File: config.mk
export PLATFORM = sky130hd
export DESIGN_NAME = tct_translator
export DESIGN_NICKNAME = d
export VERILOG_FILES = /design/src/core/tct_pkg.sv /design/src/core/tct_translator.sv
export SDC_FILE = /design/constraint.sdc
export NUM_CORES = 1
export LEC_CHECK = 0
export ABC_AREA = 1
export BUFFER_PORTS_ARGS = -buffer_cell sky130_fd_sc_hd__clkbuf_2
export CAP_MARGIN = 5
export CORE_AREA = 5 5 92 94
export DETAILED_ROUTE_END_ITERATION = 8
export DIE_AREA = 0 0 97 99
export PLACE_DENSITY = 0.79
export RECOVER_POWER = 50
export SYNTH_ARGS = -nofsm -noshare
export SYNTH_HDL_FRONTEND = slang
export SYNTH_SLANG_ARGS = --single-unit
File: constraint.sdc
create_clock -name i_sys_clk -period 2.01 [get_ports i_sys_clk]
set_input_delay 0.5025 -clock i_sys_clk [delete_from_list [all_inputs] [get_ports i_sys_clk]]
set_output_delay 0.5025 -clock i_sys_clk [all_outputs]
set_load 0.02 [all_outputs]
File: src/core/tct_pkg.sv
// Functional notes
// - translated write: processor code becomes tape code before recording
// - translated read: tape code becomes processor code before delivery
// - auxiliary unit maps six data bits of each read frame to processor code when the translate bit is set
// - auxiliary unit has no write table; write functions are refused there
// - bits 17-9 octal: function digit, parity digit, gain digit
package tct_pkg;
    localparam int unsigned ADDR_W    = 4;
    localparam int unsigned DATA_W    = 32;
    localparam int unsigned FUNC_W    = 18;
    localparam int unsigned CHAR_W    = 6;
    localparam int unsigned CNT_W     = 16;

    localparam logic [3:0] OFS_FUNC   = 4'h0;
    localparam logic [3:0] OFS_STAT   = 4'h4;
    localparam logic [3:0] OFS_COUNT  = 4'h8;

    // function word field positions
    localparam int unsigned FN_OP_HI  = 17;
    localparam int unsigned FN_OP_LO  = 15;
    localparam int unsigned FN_PAR    = 14;
    localparam int unsigned FN_DEN_HI = 13;
    localparam int unsigned FN_DEN_LO = 12;
    localparam int unsigned FN_XLAT   = 11;
    localparam int unsigned FN_GAIN   = 9;

    localparam logic [2:0] OP_READ_FWD  = 3'h6;
    localparam logic [2:0] OP_READ_BWD  = 3'h1;
    localparam logic [2:0] OP_WRITE     = 3'h5;
    localparam logic [2:0] OP_SKIP_WR   = 3'h7;

    localparam logic [FUNC_W-1:0] FUNC_RST = 18'h00000;

    typedef enum logic [2:0] {
        ST_IDLE  = 3'h1,
        ST_READ  = 3'h2,
        ST_WRITE = 3'h4
    } tct_state_t;

    typedef logic [CHAR_W-1:0] tct_tbl_t [64];

    // tape code -> processor code, read direction
    localparam tct_tbl_t READ_TBL = '{
        6'h26, 6'h31, 6'h32, 6'h33, 6'h34, 6'h35, 6'h36, 6'h37,
        6'h38, 6'h39, 6'h30, 6'h24, 6'h3a, 6'h2b, 6'h25, 6'h00,
        6'h05, 6'h3c, 6'h18, 6'h19, 6'h1a, 6'h1b, 6'h1c, 6'h1d,
        6'h1e, 6'h1f, 6'h3f, 6'h2e, 6'h29, 6'h2a, 6'h2f, 6'h00,
        6'h21, 6'h0f, 6'h10, 6'h11, 6'h12, 6'h13, 6'h14, 6'h15,
        6'h16, 6'h17, 6'h2d, 6'h27, 6'h28, 6'h02, 6'h3b, 6'h04,
        6'h22, 6'h06, 6'h07, 6'h08, 6'h09, 6'h0a, 6'h0b, 6'h0c,
        6'h0d, 6'h0e, 6'h2c, 6'h3d, 6'h20, 6'h01, 6'h23, 6'h03
    };

    // processor code -> tape code, write direction
    localparam tct_tbl_t WRITE_TBL = '{
        6'h0f, 6'h3d, 6'h2d, 6'h3f, 6'h2f, 6'h10, 6'h31, 6'h32,
        6'h33, 6'h34, 6'h35, 6'h36, 6'h37, 6'h38, 6'h39, 6'h21,
        6'h22, 6'h23, 6'h24, 6'h25, 6'h26, 6'h27, 6'h28, 6'h29,
        6'h12, 6'h13, 6'h14, 6'h15, 6'h16, 6'h17, 6'h18, 6'h19,
        6'h3c, 6'h20, 6'h30, 6'h3e, 6'h0b, 6'h0e, 6'h00, 6'h2b,
        6'h2c, 6'h1c, 6'h1d, 6'h0d, 6'h3a, 6'h2a, 6'h1b, 6'h1e,
        6'h0a, 6'h01, 6'h02, 6'h03, 6'h04, 6'h05, 6'h06, 6'h07,
        6'h08, 6'h09, 6'h0c, 6'h2e, 6'h11, 6'h3b, 6'h00, 6'h1a
    };
endpackage

File: src/core/tct_translator.sv
`timescale 1ns/1ns
module tct_translator #(
    parameter bit AUX_UNIT = 1'b0
) (
    input  wire logic                         i_sys_clk,
    input  wire logic                         i_rst_n,
    input  wire logic [tct_pkg::ADDR_W-1:0]   i_addr,
    input  wire logic [tct_pkg::DATA_W-1:0]   i_wr_data,
    input  wire logic                         i_wr,
    input  wire logic                         i_rd,
    output logic      [tct_pkg::DATA_W-1:0]   o_rd_data,
    input  wire logic                         i_char_valid,
    input  wire logic [tct_pkg::CHAR_W-1:0]   i_char,
    output logic                              o_char_valid,
    output logic      [tct_pkg::CHAR_W-1:0]   o_char
);
    typedef struct packed {
        tct_pkg::tct_state_t              state;
        logic [tct_pkg::FUNC_W-1:0]       func;
        logic                             xlat;
        logic                             refused;
        logic [tct_pkg::CNT_W-1:0]        count;
        logic                             char_valid;
        logic [tct_pkg::CHAR_W-1:0]       char_out;
        logic [tct_pkg::DATA_W-1:0]       rd_data;
    } tct_regs_t;

    tct_regs_t r;
    tct_regs_t next_r;
    logic [2:0] op;
    logic [tct_pkg::CHAR_W-1:0] mapped;

    always_comb begin
        next_r = r;
        next_r.char_valid = 1'b0;
        next_r.rd_data = '0;
        op = i_wr_data[tct_pkg::FN_OP_HI:tct_pkg::FN_OP_LO];
        mapped = i_char;

        if (i_wr && i_addr == tct_pkg::OFS_FUNC) begin
            next_r.func = i_wr_data[tct_pkg::FUNC_W-1:0];
            next_r.xlat = i_wr_data[tct_pkg::FN_XLAT];
            next_r.count = '0;
            next_r.refused = 1'b0;
            // leading octal digit picks the function
            if (op == tct_pkg::OP_READ_FWD || op == tct_pkg::OP_READ_BWD) begin
                next_r.state = tct_pkg::ST_READ;
            end else if (op == tct_pkg::OP_WRITE
                         || op == tct_pkg::OP_SKIP_WR) begin
                if (AUX_UNIT) begin
                    // no processor-to-tape path in the auxiliary unit
                    next_r.state = tct_pkg::ST_IDLE;
                    next_r.refused = 1'b1;
                end else begin
                    next_r.state = tct_pkg::ST_WRITE;
                end
            end else begin
                next_r.state = tct_pkg::ST_IDLE;
                next_r.refused = (op != 3'h0);
            end
        end else if (i_char_valid) begin
            unique case (r.state)
                tct_pkg::ST_READ: begin
                    if (r.xlat) begin
                        mapped = tct_pkg::READ_TBL[i_char];
                    end
                    next_r.char_valid = 1'b1;
                    next_r.char_out = mapped;
                    next_r.count = r.count + 1'b1;
                end
                tct_pkg::ST_WRITE: begin
                    if (r.xlat) begin
                        mapped = tct_pkg::WRITE_TBL[i_char];
                    end
                    next_r.char_valid = 1'b1;
                    next_r.char_out = mapped;
                    next_r.count = r.count + 1'b1;
                end
                tct_pkg::ST_IDLE: begin
                    next_r.char_valid = 1'b0;
                end
                default: begin
                    next_r.state = tct_pkg::ST_IDLE;
                end
            endcase
        end

        if (i_rd) begin
            unique case (i_addr)
                tct_pkg::OFS_FUNC: begin
                    next_r.rd_data = {14'h0000, r.func};
                end
                tct_pkg::OFS_STAT: begin
                    next_r.rd_data = {
                        24'h000000,
                        r.func[tct_pkg::FN_GAIN],
                        r.func[tct_pkg::FN_DEN_HI:tct_pkg::FN_DEN_LO],
                        r.func[tct_pkg::FN_PAR],
                        r.refused,
                        r.xlat,
                        (r.state == tct_pkg::ST_WRITE),
                        (r.state == tct_pkg::ST_READ)
                    };
                end
                tct_pkg::OFS_COUNT: begin
                    next_r.rd_data = {16'h0000, r.count};
                end
                default: begin
                    next_r.rd_data = '0;
                end
            endcase
        end
    end

    always_ff @(posedge i_sys_clk) begin
        if (!i_rst_n) begin
            r.state      <= tct_pkg::ST_IDLE;
            r.func       <= tct_pkg::FUNC_RST;
            r.xlat       <= 1'b0;
            r.refused    <= 1'b0;
            r.count      <= '0;
            r.char_valid <= 1'b0;
            r.char_out   <= '0;
            r.rd_data    <= '0;
        end else begin
            r <= next_r;
        end
    end

    assign o_rd_data    = r.rd_data;
    assign o_char_valid = r.char_valid;
    assign o_char       = r.char_out;

    // checks
    property p_write_xlat;
        @(posedge i_sys_clk) disable iff (!i_rst_n)
        (r.state == tct_pkg::ST_WRITE && r.xlat && i_char_valid && !i_wr)
        |=> (o_char_valid && o_char == tct_pkg::WRITE_TBL[$past(i_char)]);
    endproperty
    a_write_xlat: assert property (p_write_xlat)
        else $error("write character not mapped to tape code");

    property p_read_xlat;
        @(posedge i_sys_clk) disable iff (!i_rst_n)
        (r.state == tct_pkg::ST_READ && r.xlat && i_char_valid && !i_wr)
        |=> (o_char_valid && o_char == tct_pkg::READ_TBL[$past(i_char)]);
    endproperty
    a_read_xlat: assert property (p_read_xlat)
        else $error("read character not mapped to processor code");

    property p_aux_no_write;
        @(posedge i_sys_clk) disable iff (!i_rst_n)
        AUX_UNIT |-> (r.state != tct_pkg::ST_WRITE);
    endproperty
    a_aux_no_write: assert property (p_aux_no_write)
        else $error("auxiliary unit entered a write function");

    property p_aux_read;
        @(posedge i_sys_clk) disable iff (!i_rst_n)
        (AUX_UNIT && r.state == tct_pkg::ST_READ && i_char_valid && !i_wr)
        |=> o_char_valid;
    endproperty
    a_aux_read: assert property (p_aux_read)
        else $error("auxiliary unit dropped a read frame");

    property p_decode;
        @(posedge i_sys_clk) disable iff (!i_rst_n)
        (i_wr && i_addr == tct_pkg::OFS_FUNC
         && i_wr_data[tct_pkg::FN_OP_HI:tct_pkg::FN_OP_LO]
            == tct_pkg::OP_READ_BWD)
        |=> (r.state == tct_pkg::ST_READ
             && r.xlat == $past(i_wr_data[tct_pkg::FN_XLAT]));
    endproperty
    a_decode: assert property (p_decode)
        else $error("read backward code not decoded");

    property p_passthru;
        @(posedge i_sys_clk) disable iff (!i_rst_n)
        (r.state != tct_pkg::ST_IDLE && !r.xlat && i_char_valid && !i_wr)
        |=> (o_char_valid && o_char == $past(i_char));
    endproperty
    a_passthru: assert property (p_passthru)
        else $error("untranslated character altered");

    property p_aux_refuse;
        @(posedge i_sys_clk) disable iff (!i_rst_n)
        (AUX_UNIT && i_wr && i_addr == tct_pkg::OFS_FUNC
         && (op == tct_pkg::OP_WRITE || op == tct_pkg::OP_SKIP_WR))
        |=> (r.refused && r.state == tct_pkg::ST_IDLE);
    endproperty
    a_aux_refuse: assert property (p_aux_refuse)
        else $error("auxiliary unit accepted a write function");

    property p_write_decode;
        @(posedge i_sys_clk) disable iff (!i_rst_n)
        (!AUX_UNIT && i_wr && i_addr == tct_pkg::OFS_FUNC
         && (op == tct_pkg::OP_WRITE || op == tct_pkg::OP_SKIP_WR))
        |=> (r.state == tct_pkg::ST_WRITE && !r.refused);
    endproperty
    a_write_decode: assert property (p_write_decode)
        else $error("write code not decoded");

    property p_fwd_decode;
        @(posedge i_sys_clk) disable iff (!i_rst_n)
        (i_wr && i_addr == tct_pkg::OFS_FUNC && op == tct_pkg::OP_READ_FWD)
        |=> (r.state == tct_pkg::ST_READ && !r.refused);
    endproperty
    a_fwd_decode: assert property (p_fwd_decode)
        else $error("read forward code not decoded");

    property p_func_xlat;
        @(posedge i_sys_clk) disable iff (!i_rst_n)
        (i_wr && i_addr == tct_pkg::OFS_FUNC)
        |=> (r.xlat == $past(i_wr_data[tct_pkg::FN_XLAT])
             && r.count == '0);
    endproperty
    a_func_xlat: assert property (p_func_xlat)
        else $error("translate bit not taken from function word");

    property p_idle_quiet;
        @(posedge i_sys_clk) disable iff (!i_rst_n)
        (r.state == tct_pkg::ST_IDLE) |=> !o_char_valid;
    endproperty
    a_idle_quiet: assert property (p_idle_quiet)
        else $error("character passed with no active function");
endmodule // tct_translator

# --- After elaboration in Yosys (flattened, before gate mapping) ---
# Memories as Yosys holds them, arrays and structs flattened.
# Cells that the tools add are included.
word_totals:
  reg_bits: 78
  rom_bits: 768
  input_bits: 47
  out_inout_bits: 39
  wordCells: 57
  memories: 2
memory_table:
  columns: ["name", "depth", "word_bits", "rd", "rd_clocked_by_memory_dff", "wr", "line", "rtl"]
  rows:
  - ["(name not given)", 64, 6, 1, 0, 0, "tct_translator.sv:73", "mapped = tct_pkg::WRITE_TBL[i_char];"]
  - ["(name not given)", 64, 6, 1, 0, 0, "tct_translator.sv:65", "mapped = tct_pkg::READ_TBL[i_char];"]
op_classes:
  n_addsub: 1
  magnitude_cmp: 1
  eq_ne: 10
  muxes: 16
  bitwise_logic: 4
  n_reduce_logical: 15
op_table:
  columns: ["operator", "n"]
  rows:
  - ["$pmux 18 s3", 1]
  - ["$mux 6", 6]
  - ["$add 16x1->16 const B", 1]
  - ["$mux 3", 5]
  - ["$eq 3x3->1 const B", 4]
  - ["$pmux 6 s2", 1]
  - ["$ge 7x7->1 const B", 1]
  - ["$not 6->7", 1]
  - ["$eq 3x1->1 const B", 2]
  - ["$reduce_and 2->1", 3]
  - ["$reduce_or 3->1", 2]
  - ["$eq 4x3->1 const B", 1]
  - ["$eq 4x4->1 const B", 1]
  - ["$logic_not 4->1", 1]
  - ["$reduce_bool 2->1", 2]
  - ["$reduce_or 2->1", 2]
  - ["$eq 3x2->1 const B", 1]
  - ["$mux 1", 3]
  - ["$not 1->1", 3]
  - ["$reduce_and 3->1", 1]
  - ["$reduce_bool 3->1", 1]
  - ["$logic_or 1x1->1", 2]
  - ["$ne 2x1->1 const B", 1]
  - ["$logic_and 1x1->1", 1]

# --- Longest topological paths before layout ---
depth:
  ltp_word: 6
  mapped_depth: 12

# --- Least setup slack after synthesis ---
# Ideal clock, no wire load.
synth_timing:
  path_kind: "in2reg"
  start: "in i_char[1] (netlist bit)"
  end: "reg r, in the netlist o_char[0]"
  setup_ns: 0.118
  arrival_time_ns: 1.623
  required_time_ns: 1.892
  path_slack_ns: 0.269
  stages: 11
  path_buffers: 0
  path_cell_list: "inv_1 -> ha_1 -> inv_1 -> nand2_1 -> o21ai_0 -> a21oi_1 -> nand3_1 -> nand2_1 -> nand2_1 -> nand2_1 -> a21boi_1"
synth_via:
  elab_chain_cells: 6
  elab_cells_between_ends: 10
  classes_between: "7 x mux; 1 x bitwise; 2 x memory"
synth_rtl:
  columns: ["element", "line", "rtl"]
  rows:
  - ["from (decl)", "tct_translator.sv:13", "input wire logic [tct_pkg::CHAR_W-1:0] i_char,"]
  - ["$not 6->7 (not written as such) (*)", "tct_translator.sv:65, tct_translator.sv:73", null]
  - ["$mem_v2 64x6, on equally long branches", null, null]
  - ["$mux 6, on equally long branches (2 in series)", "tct_translator.sv:73, tct_translator.sv:65", null]
  - ["$mux 6, on equally long branches", "tct_translator.sv:72, tct_translator.sv:64", null]
  - ["$pmux 6 s2 (*)", "tct_translator.sv:62", "unique case (r.state)"]
  - ["to (signal assigned)", "tct_translator.sv:126", "r <= next_r;"]
  - ["to (decl)", "tct_translator.sv:28", "tct_regs_t r;"]
# Mark *: on every way between the ends. The rest lies on a longest branch, timed or not. The select of a mux whose other input is x is not followed.
# A chain may end at the register's enable or synchronous reset.

# --- Worst setup path after layout ---
layout_timing:
  start: "in i_addr[1] (netlist bit)"
  end: "reg r[77] (netlist bit)"
layout_via:
  elab_chain_cells: 4
  elab_cells_between_ends: 6
  classes_between: "1 x eq/ne; 1 x mux; 4 x reduce/logical"
layout_rtl:
  columns: ["element", "line", "rtl"]
  rows:
  - ["from (decl)", "tct_translator.sv:7", "input wire logic [tct_pkg::ADDR_W-1:0] i_addr,"]
  - ["$logic_not 4->1 (*)", "tct_translator.sv:40", "if (i_wr && i_addr == tct_pkg::OFS_FUNC) begin"]
  - ["$logic_and 1x1->1 (*)", "tct_translator.sv:40", null]
  - ["$ne 2x1->1 (no line) or $reduce_bool 2->1 (tied branches)", null, null]
  - ["$reduce_and 2->1 (no line)", null, null]
# Mark *: on every way between the ends. The rest lies on a longest branch, timed or not.

==> results.md <==
* Initial Util at 53.0%
* Worst clock skew at 8.61 ps
* Switching Fraction at 26.4%
* Post-synthesis sequential area ratio at a little under a third
* Drt drc at 0
* Critical Path Start Type: input pin
* Fmax at 575 MHz
* Status: finished clean
* Hold Buf Count CTS at 0
* Dpl cells at 747
* Most area-consuming cells after synthesis: dfxtp_1, nand2_1, a21oi_1
* GRT overflow at 0
* Final hold viol count at 0
* Critical path class: in -> reg
* Worst reg2reg setup slack at 370 ps
* Gr usage total at 23.6%
* CP max FO at 10
* Synth cell types at 42
* Comb power frac at around 14%
* Area share of the largest cell type after synthesis at 31.4%
* Sink Count at 63
* Core box area at 0.00757 mm²
* Clock power share at 42.5%
* Diodes inserted at 0
* Post-synth top cells: nand2_1, a21oi_1, dfxtp_1
* Clock Pin Slew Worst Setup and Hold Paths at approximately 70 ps
* Fraction of layout cells with a size suffix above 1 at 14.7%
* Post-synth top flop: dfxtp_1
* Crit path DAT at slightly below 2000 ps
* Clock latency on the worst-skew pair at around 340 ps
* RSZ-0062 raised after global routing: no
* Wire per inst at 15.0 µm
* Setup Fix Bufs, Post-CTS at 0
* First-pass GRT wire length at between 15000 and 20000 µm
* Initial antenna violation count at 0
* CTS Buffer Depth at 2
* Post-Layout Cell Count at ~760
* Top cell type by total area after synthesis: dfxtp_1
* Worst EP required at 2220 ps
* DIE WIDTH at ~97 µm
* Die H at 99 µm
* Vias/cell at 5.44
* Total internal power at around 2100 µW
* H-tree levels at 3
* Final period utilization at around 86%
* Number of buffers created by CTS at 9
* Path depth of the worst reg2reg path at 8
* Die area at about 0.0096 mm²
* DRT Wirelength at approximately 11000 µm
* IO Port Bufs at 57
* Pin count of the biggest net entering global routing at 27
* Hold slack at 393 ps
* Setup-failing EPs final at 0
* Switch Pwr at 760 µW
* RR Startpoint: r[76]
* Worst Hold Depth at 3
* Yosys warns at 0
* Mapped Cells at 602
* Crit path time final at 1740 ps
* Type of the most critical hold path: in -> reg
* Utilization after layout at about 59%
* Synthesized area per cell at ~6.7 µm²
* Peak VDD IR at 351 µV
* Part of the power in registers at 43.7%
* Drt pass-1 iters at 5
* I/O Pins at 86
* Synthesized flop and latch total at 63
* Max-slew violation count at 0
* CTS resizes at 0
* Post-route ant nets at 0
* Max-cap violations at 0
* Cell with the most instances after synthesis: nand2_1
* Hold Crit Start: i_wr_data[10]
* Root Driver: clkbuf_8
* Core Rows at 32
* RR Endpoint: o_char[3]
* Via Count at 4153
* Fillcell total at 735
* TritonCTS clock tree: done
* Async S/R FF share, synth at 0%
* Pwr per Cell Area at roughly 640 mW/mm²
* DP Wirelength at 8570 µm
* Number of global-route vias before repair at 3996
* Hold worst-path end: r[67]
* Gp weighted congestion at approximately 0.97
* P_leak at 0.00203 µW
* Nets at roughly 700
* Post-synth EDFFs at 0
* Synthesis-to-finish area growth at 11.6%
* Cell Area, Synth at 0.00401 mm²
* CP Launch Point: i_addr[1]
* DRT iter0 DRCs at approximately 320
* Crit path capture type: register
[worst max-delay path, stage by stage]
cell,delay [ps]
clkbuf_2,80
nor2_1,180
nand2_1,80
nor2_1,160
nand2_1,300
nand2_1,220
clkbuf_1,280
o32ai_1,140
[cells in the final DEF (no fill, tap or decap), drive strengths merged]
cell type / n
nor3b: 1
dfxtp: 63
nand2: 148
conb: 14
o21ai: 42
inv: 65
o21bai: 1
clkinvlp: 1
a211oi: 1
clkbuf: 70
nand3: 52
a21oi: 72
o32ai: 1
a21boi: 2
nand4: 4
or2: 3
o22ai: 8
clkinv: 6
ha: 13
bufinv: 2
xor2: 2
o21a: 2
buf: 28
nor2: 46
o211ai: 3
nor3: 7
a31oi: 2
o221ai: 2
[per-layer routing]
metal | GRT usage [%] | share of wire, %
met1 | 27.9 | 39
met2 | 40.6 | 48
met3 | 5.02 | 7.7
met4 | 11.7 | 5.1
met5 | 0 | 0
[final cells by class]
type	instances	area, µm²	area share (%)
tap	102	128	2.85
clock inverter	5	81.3	1.82
sequential	63	1260	28.1
inverter	69	262	5.84
clock buffer	11	141	3.16
multi-input combinational	426	2120	47.3
timing repair buffer	87	487	10.9
[state kept, by name, summed over array words and instances, names as in the netlist]
name and count:
o_char 6, o_rd_data 18, r 38, o_char_valid 1
[cell families after synthesis]
family / share of synthesized area, %
simple gates: 29.1
compound gates: 18.3
buf+inv: 16.6
flops: 31.4
fa+ha+maj: 4.05
xor+xnor: 0.436
other cells: 0.0934
[power groups by stage]
| stage | clock network [µW] | registers, µW | logic [µW] |
|---|---|---|---|
| after floorplan | 0 | 1290 | 269 |
| after global placement | 0 | 1290 | 391 |
| after detailed placement | 0 | 1290 | 391 |
| after CTS | 1240 | 1260 | 394 |
| after global routing | 1310 | 1260 | 441 |
| final | 1220 | 1260 | 399 |
[worst max-delay path by stage]
stage                           end  slack, ps  cells after the start
after global placement    o_char[4]        -10                     11
after detailed placement  o_char[0]        -50                     12
after global routing          r[77]        120                      8
after floorplan           o_char[0]        270                     11
final                         r[77]        270                      8
after CTS                 o_char[0]        320                     12
[through the flow]
stage          setup TNS, ps  power, µW  setup slack [ps]  instance area, µm²
3_3_place_gp           -16.4       1680             -12.5                4310
2_1_floorplan              0       1560               269                4060
5_1_grt                    0       3010               122                4480
4_1_cts                    0       2900               318                4530
3_5_place_dp           -50.9       1680             -50.4                4310
6_report                   0       2880               272                4480
(Power assumes the default switching activity.)
